<file path="src/verilog/crc24_pkg.sv">
// Constants shared by the serial check generator and its bit buffer.
// Assumes a single 20 MHz clock domain and synchronous reset.
package crc24_pkg;
    localparam int          CRC_W        = 24;
    localparam logic [23:0] CRC_POLY     = 24'h800063;
    localparam logic [23:0] CRC_INIT     = 24'h000000;
    localparam int          FIFO_DEPTH   = 16;
    localparam int          FIFO_WIDTH   = 1;
    localparam logic [4:0]  CHK_LEN_FULL = 5'h18;
    localparam logic [4:0]  CHK_LEN_MIN  = 5'h01;
endpackage

</file>
<file path="src/verilog/bit_fifo_if.sv">
// Carrier between the check generator and its bit buffer.
// Assumes both ends sit on the same clock.
`timescale 1ns/1ps
interface bit_fifo_if #(parameter int W = 1) ();
    logic         in_valid;
    logic         in_ready;
    logic [W-1:0] in_data;
    logic         out_valid;
    logic         out_ready;
    logic [W-1:0] out_data;
    modport fifo (input in_valid, in_data, out_ready, output in_ready, out_valid, out_data);
    modport user (output in_valid, in_data, out_ready, input in_ready, out_valid, out_data);
endinterface

</file>
<file path="src/verilog/serial_crc24_generator.sv">
// Bit-serial 24-bit check generator: passes data bits through and appends check field.
// Assumes an upstream framer on the same clock driving start, valid, data and last.
//
// Operation
// - Check uses polynomial x^24 + x^23 + x^6 + x^5 + x + 1.
// - All 24 register stages are zero before each stream's first bit.
// - Register advances once per data bit, b0 first through bN-1.
// - After the last bit, stages c0..c23 hold the check result.
// - Output sends data bits first, then c23 down to c0 last.
// - For M below 24, send only c23 down to c(24-M), that last.
`timescale 1ns/1ps
module serial_crc24_generator
    import crc24_pkg::*;
(
    input  wire logic       clk,
    input  wire logic       srst,
    input  wire logic       start,
    input  wire logic       in_valid,
    input  wire logic       in_bit,
    input  wire logic       in_last,
    input  wire logic [4:0] chk_len,
    output logic            in_ready,
    output logic            out_valid,
    output logic            out_bit,
    output logic            out_last,
    input  wire logic       out_ready,
    output logic            busy
);
    // ********************************
    // Types and state
    // ********************************
    typedef enum logic [1:0] {
        ST_IDLE = 2'b00,
        ST_DATA = 2'b01,
        ST_CHK  = 2'b11
    } gen_state_e;

    gen_state_e  state_r;
    logic [23:0] crc_r;
    logic [4:0]  chk_cnt_r;
    logic [4:0]  chk_len_r;
    logic        tx_valid_r;
    logic        tx_bit_r;
    logic        tx_last_r;
    logic        in_ready_r;
    logic        busy_r;
    logic        take;
    logic        out_take;
    logic        fifo_push;
    logic        fifo_pop;
    logic        chk_final;
    logic        has_room;
    logic [4:0]  fill_r;
    logic [4:0]  fill_nxt;
    logic [4:0]  tail_r;

    bit_fifo_if #(.W(FIFO_WIDTH)) fq ();

    bit_fifo #(
        .W     (FIFO_WIDTH),
        .DEPTH (FIFO_DEPTH)
    ) u_fifo (
        .clk  (clk),
        .srst (srst),
        .f    (fq.fifo)
    );

    // ********************************
    // Check register step
    // ********************************
    function automatic logic [23:0] crc_step(input logic [23:0] c, input logic b);
        logic fb;
        fb = c[23] ^ b;
        crc_step = {c[22:0], 1'b0} ^ ({24{fb}} & CRC_POLY);
    endfunction

    function automatic logic [4:0] clamp_len(input logic [4:0] m);
        if (m > CHK_LEN_FULL || m < CHK_LEN_MIN) begin
            clamp_len = CHK_LEN_FULL;
        end else begin
            clamp_len = m;
        end
    endfunction

    // ********************************
    // Control decode
    // ********************************
    // Data is accepted only while in a stream and the buffer has room
    assign take      = in_valid && in_ready_r && (state_r == ST_DATA);
    assign out_take  = tx_valid_r && out_ready;
    assign fifo_push = fq.in_valid && fq.in_ready;
    assign fifo_pop  = fq.out_valid && fq.out_ready;
    assign has_room  = (fill_nxt != 5'(FIFO_DEPTH));
    assign chk_final = (state_r == ST_CHK) && fq.in_ready
                       && (chk_cnt_r == chk_len_r - 5'h01);

    always_ff @(posedge clk) begin
        if (srst) begin
            state_r   <= ST_IDLE;
            chk_len_r <= CHK_LEN_FULL;
            chk_cnt_r <= '0;
        end else begin
            case (state_r)
                ST_IDLE: begin
                    if (start) begin
                        state_r   <= ST_DATA;
                        chk_len_r <= clamp_len(chk_len);
                    end
                end
                ST_DATA: begin
                    if (take && in_last) begin
                        state_r   <= ST_CHK;
                        chk_cnt_r <= '0;
                    end
                end
                ST_CHK: begin
                    // Check bits go into the buffer only behind all data bits
                    if (fq.in_ready) begin
                        chk_cnt_r <= chk_cnt_r + 5'h01;
                        if (chk_cnt_r == chk_len_r - 5'h01) begin
                            state_r <= ST_IDLE;
                        end
                    end
                end
                default: state_r <= ST_IDLE;
            endcase
        end
    end

    always_ff @(posedge clk) begin
        if (srst) begin
            crc_r <= CRC_INIT;
        end else if (state_r == ST_IDLE && start) begin
            crc_r <= CRC_INIT;
        end else if (take) begin
            crc_r <= crc_step(crc_r, in_bit);
        end
    end

    // ********************************
    // Buffer feed: data then check bits
    // ********************************
    // Check bits are read as crc_r[23 - k]: c23 first, c(24-M) last
    always_comb begin
        fq.in_valid = 1'b0;
        fq.in_data  = 1'b0;
        if (take) begin
            fq.in_valid = 1'b1;
            fq.in_data  = in_bit;
        end else if (state_r == ST_CHK) begin
            fq.in_valid = 1'b1;
            fq.in_data  = crc_r[5'h17 - chk_cnt_r];
        end
    end

    // Ready is registered, so it is judged on the fill of the next cycle
    always_ff @(posedge clk) begin
        if (srst) begin
            in_ready_r <= 1'b0;
            busy_r     <= 1'b0;
        end else begin
            in_ready_r <= has_room && !(take && in_last)
                          && (state_r == ST_DATA || (state_r == ST_IDLE && start));
            busy_r     <= (state_r != ST_IDLE) || fq.out_valid || tx_valid_r;
        end
    end

    // ********************************
    // Buffer occupancy and frame end
    // ********************************
    // Mirror of the buffer fill, so the registered ready never admits a bit
    // into a buffer that is full by the time the bit arrives
    always_comb begin
        fill_nxt = fill_r;
        if (fifo_push && !fifo_pop) begin
            fill_nxt = fill_r + 5'h01;
        end else if (fifo_pop && !fifo_push) begin
            fill_nxt = fill_r - 5'h01;
        end
    end

    always_ff @(posedge clk) begin
        if (srst) begin
            fill_r <= '0;
        end else begin
            fill_r <= fill_nxt;
        end
    end

    // Place of the final check bit counted from the buffer head.
    // A new frame whose final check bit enters before this drains would lose the end mark.
    always_ff @(posedge clk) begin
        if (srst) begin
            tail_r <= '0;
        end else if (chk_final) begin
            tail_r <= fill_nxt;
        end else if (fifo_pop && tail_r != 5'h00) begin
            tail_r <= tail_r - 5'h01;
        end
    end

    // ********************************
    // Output stage
    // ********************************
    assign fq.out_ready = !tx_valid_r || out_take;

    always_ff @(posedge clk) begin
        if (srst) begin
            tx_valid_r <= 1'b0;
            tx_bit_r   <= 1'b0;
            tx_last_r  <= 1'b0;
        end else if (fq.out_ready) begin
            tx_valid_r <= fq.out_valid;
            tx_bit_r   <= fq.out_data;
            tx_last_r  <= fq.out_valid && (tail_r == 5'h01);
        end
    end

    // ********************************
    // Output ports
    // ********************************
    assign in_ready  = in_ready_r;
    assign out_valid = tx_valid_r;
    assign out_bit   = tx_bit_r;
    assign out_last  = tx_last_r;
    assign busy      = busy_r;
endmodule

</file>
<file path="src/verilog/bit_fifo.sv">
// Small synchronous FIFO with valid/ready on both sides.
// Assumes one clock; srst empties it.
`timescale 1ns/1ps
module bit_fifo #(
    parameter int W     = 1,
    parameter int DEPTH = 16
) (
    input  wire logic clk,
    input  wire logic srst,
    bit_fifo_if.fifo  f
);
    localparam int AW = $clog2(DEPTH);

    logic [W-1:0] mem [DEPTH];
    logic [AW-1:0] wr_ptr_r;
    logic [AW-1:0] rd_ptr_r;
    logic [AW:0]   count_r;
    logic          push;
    logic          pop;

    assign f.in_ready  = (count_r != (AW+1)'(DEPTH));
    assign f.out_valid = (count_r != '0);
    assign f.out_data  = mem[rd_ptr_r];
    assign push        = f.in_valid && f.in_ready;
    assign pop         = f.out_valid && f.out_ready;

    always_ff @(posedge clk) begin
        if (push) begin
            mem[wr_ptr_r] <= f.in_data;
        end
    end

    always_ff @(posedge clk) begin
        if (srst) begin
            wr_ptr_r <= '0;
            rd_ptr_r <= '0;
            count_r  <= '0;
        end else begin
            if (push) begin
                wr_ptr_r <= wr_ptr_r + AW'(1);
            end
            if (pop) begin
                rd_ptr_r <= rd_ptr_r + AW'(1);
            end
            case ({push, pop})
                2'b10:   count_r <= count_r + (AW+1)'(1);
                2'b01:   count_r <= count_r - (AW+1)'(1);
                default: count_r <= count_r;
            endcase
        end
    end
endmodule

</file>
<file path="config.mk">
export PLATFORM = sky130hd
export DESIGN_NAME = serial_crc24_generator
export DESIGN_NICKNAME = d
export VERILOG_FILES = /design/src/verilog/crc24_pkg.sv /design/src/verilog/bit_fifo_if.sv /design/src/verilog/serial_crc24_generator.sv /design/src/verilog/bit_fifo.sv
export SDC_FILE = /design/constraint.sdc
export NUM_CORES = 1
export LEC_CHECK = 0
export BUFFER_PORTS_ARGS = -buffer_cell sky130_fd_sc_hd__clkbuf_2
export CORE_MARGIN = 10
export CORE_UTILIZATION = 50
export CTS_CLUSTER_SIZE = 16
export DETAILED_ROUTE_END_ITERATION = 16
export MAX_ROUTING_LAYER = met4
export PLACE_DENSITY = 0.66
export SLEW_MARGIN = 20
export SYNTH_ARGS = -nofsm -noshare
export SYNTH_HDL_FRONTEND = slang
export SYNTH_SLANG_ARGS = --single-unit
</file>
<file path="constraint.sdc">
create_clock -name clk -period 3.5 [get_ports clk]
set_input_delay 0.525 -clock clk [delete_from_list [all_inputs] [get_ports clk]]
set_output_delay 0.525 -clock clk [all_outputs]
set_load 0.005 [all_outputs]
</file>
==> impl_metrics.toml, run 1 <==
[final_layout]
final_nets = 476
syn_to_final_growth_pct = 7.55
postLayoutCellArea_sq_um = 4330
fillers = 732
antenna_cells = 0
layout_commonest_cell = "dfxtp_1"
drive_above_1_share_pct = 11.5
final_cells = 555
final_cell_mix = "64 x dfxtp_1, 63 x nand2_1, 53 x nor2_1"
post-route-util_pct = 55.7

[die]
rows = 32
die-area_sq_um = 12000
core-area_sq_um = 7770
die_h_um = 110
io_pins = 17
initial_core_util_pct = 51.8
fp.dieW_um = 110

[drt]
detail_route.wl_per_cell_um = 13.9
viasPerCell = 5.44
route.vias.total = 3017
drc = 0
detail-route-antenna-nets = 0
dr.pass1.iters = 4
drtIter0Drc = 82
drt-total-wl_mm = 7.69

[outcome]
status = "complete, no violations"

[logic_synthesis]
ys.flop_type = "dfxtp_1"
async_reset_ff_share_pct = 0
synthesis.area_sq_um = 4030
yosys_warnings = 0
synth-edff-count = 16
seq_area_frac_synth_pct = 43.8
synthesis.nets = 468
syn_inst = 440
ys_ff_latch = 80
synthDistinctLibCells = 54
syn_area_per_cell_sq_um = 9.15

[global_routing]
grt_overflow = 0
track_usage_pct = 13.9
grt_max_degree = 40
antenna_found_initial = 0
grt_pass1_vias = 2909
grt_pass1_wl_mm = 13.2

[timing]
finalCritPeriodShare_pct = 88.5
finalSetupViolations = 0
relSlewSlack_pct = 32.4
finClkSkew_ns = 0.0132
period_minus_slack_ns = 3.10
rsz0062_at_grt = "false"
max_slew.worst_pin.slew_ns = 1.01
finalMaxSlewViolations = 0
final.setup.tns_ns = 0
setup_ws_ns = 0.403
hold_violations = 0
max_freq_mhz = 323

[critical_path]
cp.arrival_ns = 3.33
startpoint_type = "flop"
worstPathCellList = "or4_4, o21ai_4, inv_2, ha_1, xor2_1, ha_1, or3b_2, a211o_1, a31oi_1, xnor2_1, nor2_1"
worstSetupEndpointType = "flop"
crit_slowest_cell = "or4_4"
critPathMaxStageDelay_ns = 0.60
critPathKind = "flop to flop"
ff2ff_setup_slack_ns = 0.40
cp_max_fo = 9
cpMostUsedCell = "ha_1"
worstPathRequired_ns = 3.73

[clocking]
worstSkewPairLatency_ns = 0.35
clockBufferDepth = 2
htree_levels = 3
cts_sinks = 80
numCtsBuffers = 9
root_buffer = "clkbuf_8"
cts_tree = "done"
clk_pin_slew_worst_paths_ns = 0.08
ctsResizeCount = 0
post-cts-setup-buffers = 0
ctsHoldBuffers = 0

[place]
dpl_cell_area_sq_um = 4160
pre_cts_slack_ns = 0.427
io_buffers = 16
dpl.cell_count = 539
hpwlAfterDp_mm = 5.49
place.gp.congestion = 0.793

[power]
power_density_nw_per_um2 = 620
static-leakage-power_uw = 0.00152
ir_worst_vdd_uv = 250

[min_path]
hold_path_class = "primary input to flop"

[job]
cap_violations = 0
==> power breakdown <==
group	internal [uW]	switching [uW]	total [uW]
combinational	430	502	932
sequential	1040	125	1160
clock	257	333	589
total	1720	960	2680
==> critical path, delay by kind of cell (launching register included) <==
| kind | cells | cell delay (ns) |
|---|---|---|
| and+or+nand+nor | 3 | 1.11 |
| AOI/OAI and AO/OA | 3 | 0.63 |
| adders and majority gates | 2 | 0.47 |
| DFF | 1 | 0.39 |
| xor gates and xnor gates | 2 | 0.29 |
| buffers and inverters | 1 | 0.11 |
==> flip-flops by register name, summed over array words and instances (netlist names) <==
signal and count:
tail_r 5, out_bit 1, out_last 1, u_fifo.wr_ptr_r 4
out_valid 1, fill_r 5, u_fifo.mem 16, in_ready 1
busy 1, chk_len_r 5, u_fifo.count_r 5, state_r 2
chk_cnt_r 5, crc_r 24, u_fifo.rd_ptr_r 4
==> Yosys cell counts (3+ instances only) <==
cell | instances | area share (%)
ha_1 | 16 | 5.0
buf_2 | 4 | 0.50
nor4_1 | 3 | 0.47
nor2_1 | 53 | 4.9
o31ai_1 | 4 | 0.75
and2_1 | 3 | 0.47
or3_1 | 4 | 0.62
mux4_2 | 4 | 2.2
inv_1 | 12 | 1.1
nor2b_1 | 5 | 0.78
nand3_1 | 6 | 0.75
a22o_1 | 3 | 0.65
xnor2_1 | 15 | 3.3
clkbuf_1 | 18 | 1.7
dfxtp_1 | 64 | 32
o21ai_0 | 7 | 0.87
a211oi_1 | 3 | 0.56
nand2_1 | 63 | 5.9
nor3_1 | 13 | 1.6
edfxtp_1 | 16 | 12
xor2_1 | 18 | 3.9
a22oi_1 | 3 | 0.56
mux2i_1 | 19 | 4.7
nand4_1 | 5 | 0.78
a21oi_1 | 37 | 4.6
nand2b_1 | 8 | 1.2
==> layout make-up <==
type,instances,area (sq um),area share [%]
Inverter,13,48.8,1.13
Sequential cell,80,1760,40.7
Multi-Input combinational cell,323,2110,48.7
Clock inverter,5,33.8,0.780
Timing Repair Buffer,21,118,2.72
Tap cell,102,128,2.95
Clock buffer,11,131,3.03
==> metal layers <==
| layer | wire length, um | vias to the layer above | track usage, % | part of all wire [%] |
|---|---|---|---|---|
| met5 | 0 | - | - | 0 |
| met4 | 119 | 0 | 5.58 | 1.5 |
| met3 | 211 | 12 | 2.69 | 2.7 |
| met2 | 3700 | 35 | 22.8 | 48 |
| met1 | 3660 | 1427 | 16.5 | 48 |
| li1 | - | 1543 | - | - |
==> path summary, 6_finish.rpt <==
path | from | end | depth (start not counted)
setup / recovery | u_fifo.count_r[1] | u_fifo.count_r[4] | 11
hold / removal | chk_len[0] | chk_len_r[0] | 2
setup reg to reg | u_fifo.count_r[1] | u_fifo.count_r[4] | 11
hold reg to reg | crc_r[16] | crc_r[17] | 2
==> per-stage QoR <==
step	total power [uW]	hold slack, ns
3_3_place_gp	2100	0.451
4_1_cts	2700	0.388
6_report	2680	0.399
2_1_floorplan	1910	0.444
3_5_place_dp	2110	0.459
5_1_grt	2870	0.394
==> cell families after synthesis <==
| family | share of synthesized area (%) |
|---|---|
| muxes | 6.96 |
| adders and majority gates | 4.97 |
| buffers and inverters | 3.85 |
| DFF | 43.8 |
| and+or+nand+nor | 20.6 |
| AOI/OAI and AO/OA | 12.1 |
| xor gates and xnor gates | 7.77 |
No activity file was read; power rests on OpenSTA's default activity.
==> run 2, diff against run 1 <==
--- a/config.mk
+++ b/config.mk
@@ -7,11 +7,11 @@
 export LEC_CHECK = 0
 export BUFFER_PORTS_ARGS = -buffer_cell sky130_fd_sc_hd__clkbuf_2
 export CORE_MARGIN = 10
-export CORE_UTILIZATION = 50
+export CORE_UTILIZATION = 40
 export CTS_CLUSTER_SIZE = 16
 export DETAILED_ROUTE_END_ITERATION = 16
 export MAX_ROUTING_LAYER = met4
-export PLACE_DENSITY = 0.66
+export PLACE_DENSITY = 0.55
 export SLEW_MARGIN = 20
 export SYNTH_ARGS = -nofsm -noshare
 export SYNTH_HDL_FRONTEND = slang
==> run 2 against run 1 <==
Global-route usage fell by 1.6 points. Worst hold slack got worse by 0.0086 ns. Design area rose by 1.4%. Total power rose by 1.6%. Via count fell by 1.3%. Combinational power rose by 0.8%. Flip-flop and latch count did not move. Die area rose by 20%.
==> impl_metrics.toml, run 2 (same netlist as run 1, synthesis figures left out) <==
[outcome]
status = "complete, no violations"

[timing]
rsz0062_at_grt = "false"
finalCritPeriodShare_pct = 88.2
finClkSkew_ns = 0.0106
period_minus_slack_ns = 3.09
setup_ws_ns = 0.413
holdWs_ns = 0.390
finalMaxSlewViolations = 0
max_slew.worst_pin.slew_ns = 1.06
relSlewSlack_pct = 29.4
hold_violations = 0
finalSetupViolations = 0
final.setup.tns_ns = 0
max_freq_mhz = 324

[global_routing]
grt_overflow = 0
track_usage_pct = 12.3
grt_max_degree = 40
grt_pass1_wl_mm = 14.5
grt_pass1_vias = 3029
antenna_found_initial = 0

[clocking]
ctsResizeCount = 0
clockBufferDepth = 2
numCtsBuffers = 9
worstSkewPairLatency_ns = 0.35
post-cts-setup-buffers = 0
root_buffer = "clkbuf_8"
htree_levels = 3
ctsHoldBuffers = 0
clk_pin_slew_worst_paths_ns = 0.09
cts_sinks = 80
cts_tree = "done"

[final_layout]
final_cell_mix = "64 x dfxtp_1, 63 x nand2_1, 53 x nor2_1"
antenna_cells = 0
largest_reg_flops = 24
fillers = 1001
top_register = "crc_r"
layout_commonest_cell = "dfxtp_1"
reg.largest.list = "crc_r x24, u_fifo.mem x16"
regArea_sq_um = 1760
postLayoutCellArea_sq_um = 4390
final_cells = 587
multi_input_area_sq_um = 2110
syn_to_final_growth_pct = 9.01
final_nets = 477
drive_above_1_share_pct = 12.1

[drt]
dr.pass1.iters = 4
drc = 0
viasPerCell = 5.07
route.vias.total = 2978
detail_route.wl_per_cell_um = 13.9
detail-route-antenna-nets = 0
drt-total-wl_mm = 8.15
drtIter0Drc = 133

[critical_path]
worstPathCellList = "or4_4, o21ai_4, inv_2, ha_1, xor2_1, ha_1, or3b_2, a211o_1, a31oi_1, xnor2_1, nor2_1"
critPathKind = "flop to flop"
startpoint_type = "flop"
cp.arrival_ns = 3.32
worstSetupEndpointType = "flop"
path_delay_family = "simple AND/OR/NAND/NOR gates"
worstPathRequired_ns = 3.73
path_buf_inv = 1
critPathMaxStageDelay_ns = 0.59
cp_max_fo = 9
cpMostUsedCell = "ha_1"
crit_slowest_cell = "or4_4"

[die]
die-area_sq_um = 14500
initial_core_util_pct = 41.2
io_pins = 17
core-area_sq_um = 9770
fp.dieW_um = 120
die_h_um = 120
rows = 36

[power]
static-leakage-power_uw = 0.00154
clkPwrFrac_pct = 23.0
switching_share_pct = 36.5
seqPwrFrac_pct = 42.5
internal-power_uw = 1730
power_density_nw_per_um2 = 621
ir_worst_vdd_uv = 303
pwr-share-comb_pct = 34.4
switchingPower_uw = 995

[place]
place.gp.congestion = 0.776
hpwlAfterDp_mm = 5.81
dpl_cell_area_sq_um = 4210
io_buffers = 16
pre_cts_slack_ns = 0.431
dpl.cell_count = 571

[min_path]
hold_path_class = "primary input to flop"

[job]
cap_violations = 0
run 2: cell types whose count changed in the layout (fill, tap and decap cells not counted), sizes merged:
cell	change
clkbuf	-2
buf	+1
inv	+3
clkinv	-1
run 2: final timing paths:
path                           from                end  slack (ns)  depth (start not counted)
setup / recovery  u_fifo.count_r[1]  u_fifo.count_r[4]        0.41                         11
hold / removal           chk_len[2]       chk_len_r[2]        0.39                          2
setup reg to reg  u_fifo.count_r[1]  u_fifo.count_r[4]        0.41                         11
hold reg to reg           crc_r[16]          crc_r[17]        0.47                          2
run 2: worst register-to-register path, stage by stage (launching register included):
cell,delay (ns)
dfxtp_1,0.39
or4_4,0.59
o21ai_4,0.18
inv_2,0.11
ha_1,0.22
xor2_1,0.15
ha_1,0.25
or3b_2,0.44
a211o_1,0.26
a31oi_1,0.17
xnor2_1,0.14
nor2_1,0.05
run 2: layer usage:
| layer | share of wire [%] | GRT usage [%] | up-vias |
|---|---|---|---|
| met1 | 48 | 15.0 | 1396 |
| met4 | 1.0 | 3.85 | 0 |
| li1 | - | - | 1537 |
| met5 | 0 | - | - |
| met3 | 3.6 | 3.12 | 8 |
| met2 | 47 | 19.6 | 37 |
run 2: stage by stage:
step | util (%) | power (uW)
finish | 44.9 | 2730
global route | 44.9 | 2930
CTS | 44.9 | 2760
detailed placement | 43.1 | 2120
global placement | 43.1 | 2110
floorplan | - | 1910
run 2: power by group through the flow:
stage / combinational, uW / sequential [uW] / clock, uW
after global placement: 934 / 1180 / 0
after floorplan: 784 / 1130 / 0
after CTS: 944 / 1160 / 654
after global routing: 1060 / 1180 / 686
final: 939 / 1160 / 628
after detailed placement: 935 / 1180 / 0
run 2: cell type report:
type | instances | area share [%]
Clock inverter | 7 | 1.23
Tap cell | 133 | 3.79
Inverter | 13 | 1.11
Clock buffer | 9 | 2.82
Sequential cell | 80 | 40.1
Multi-Input combinational cell | 323 | 48.0
Timing Repair Buffer | 22 | 2.85
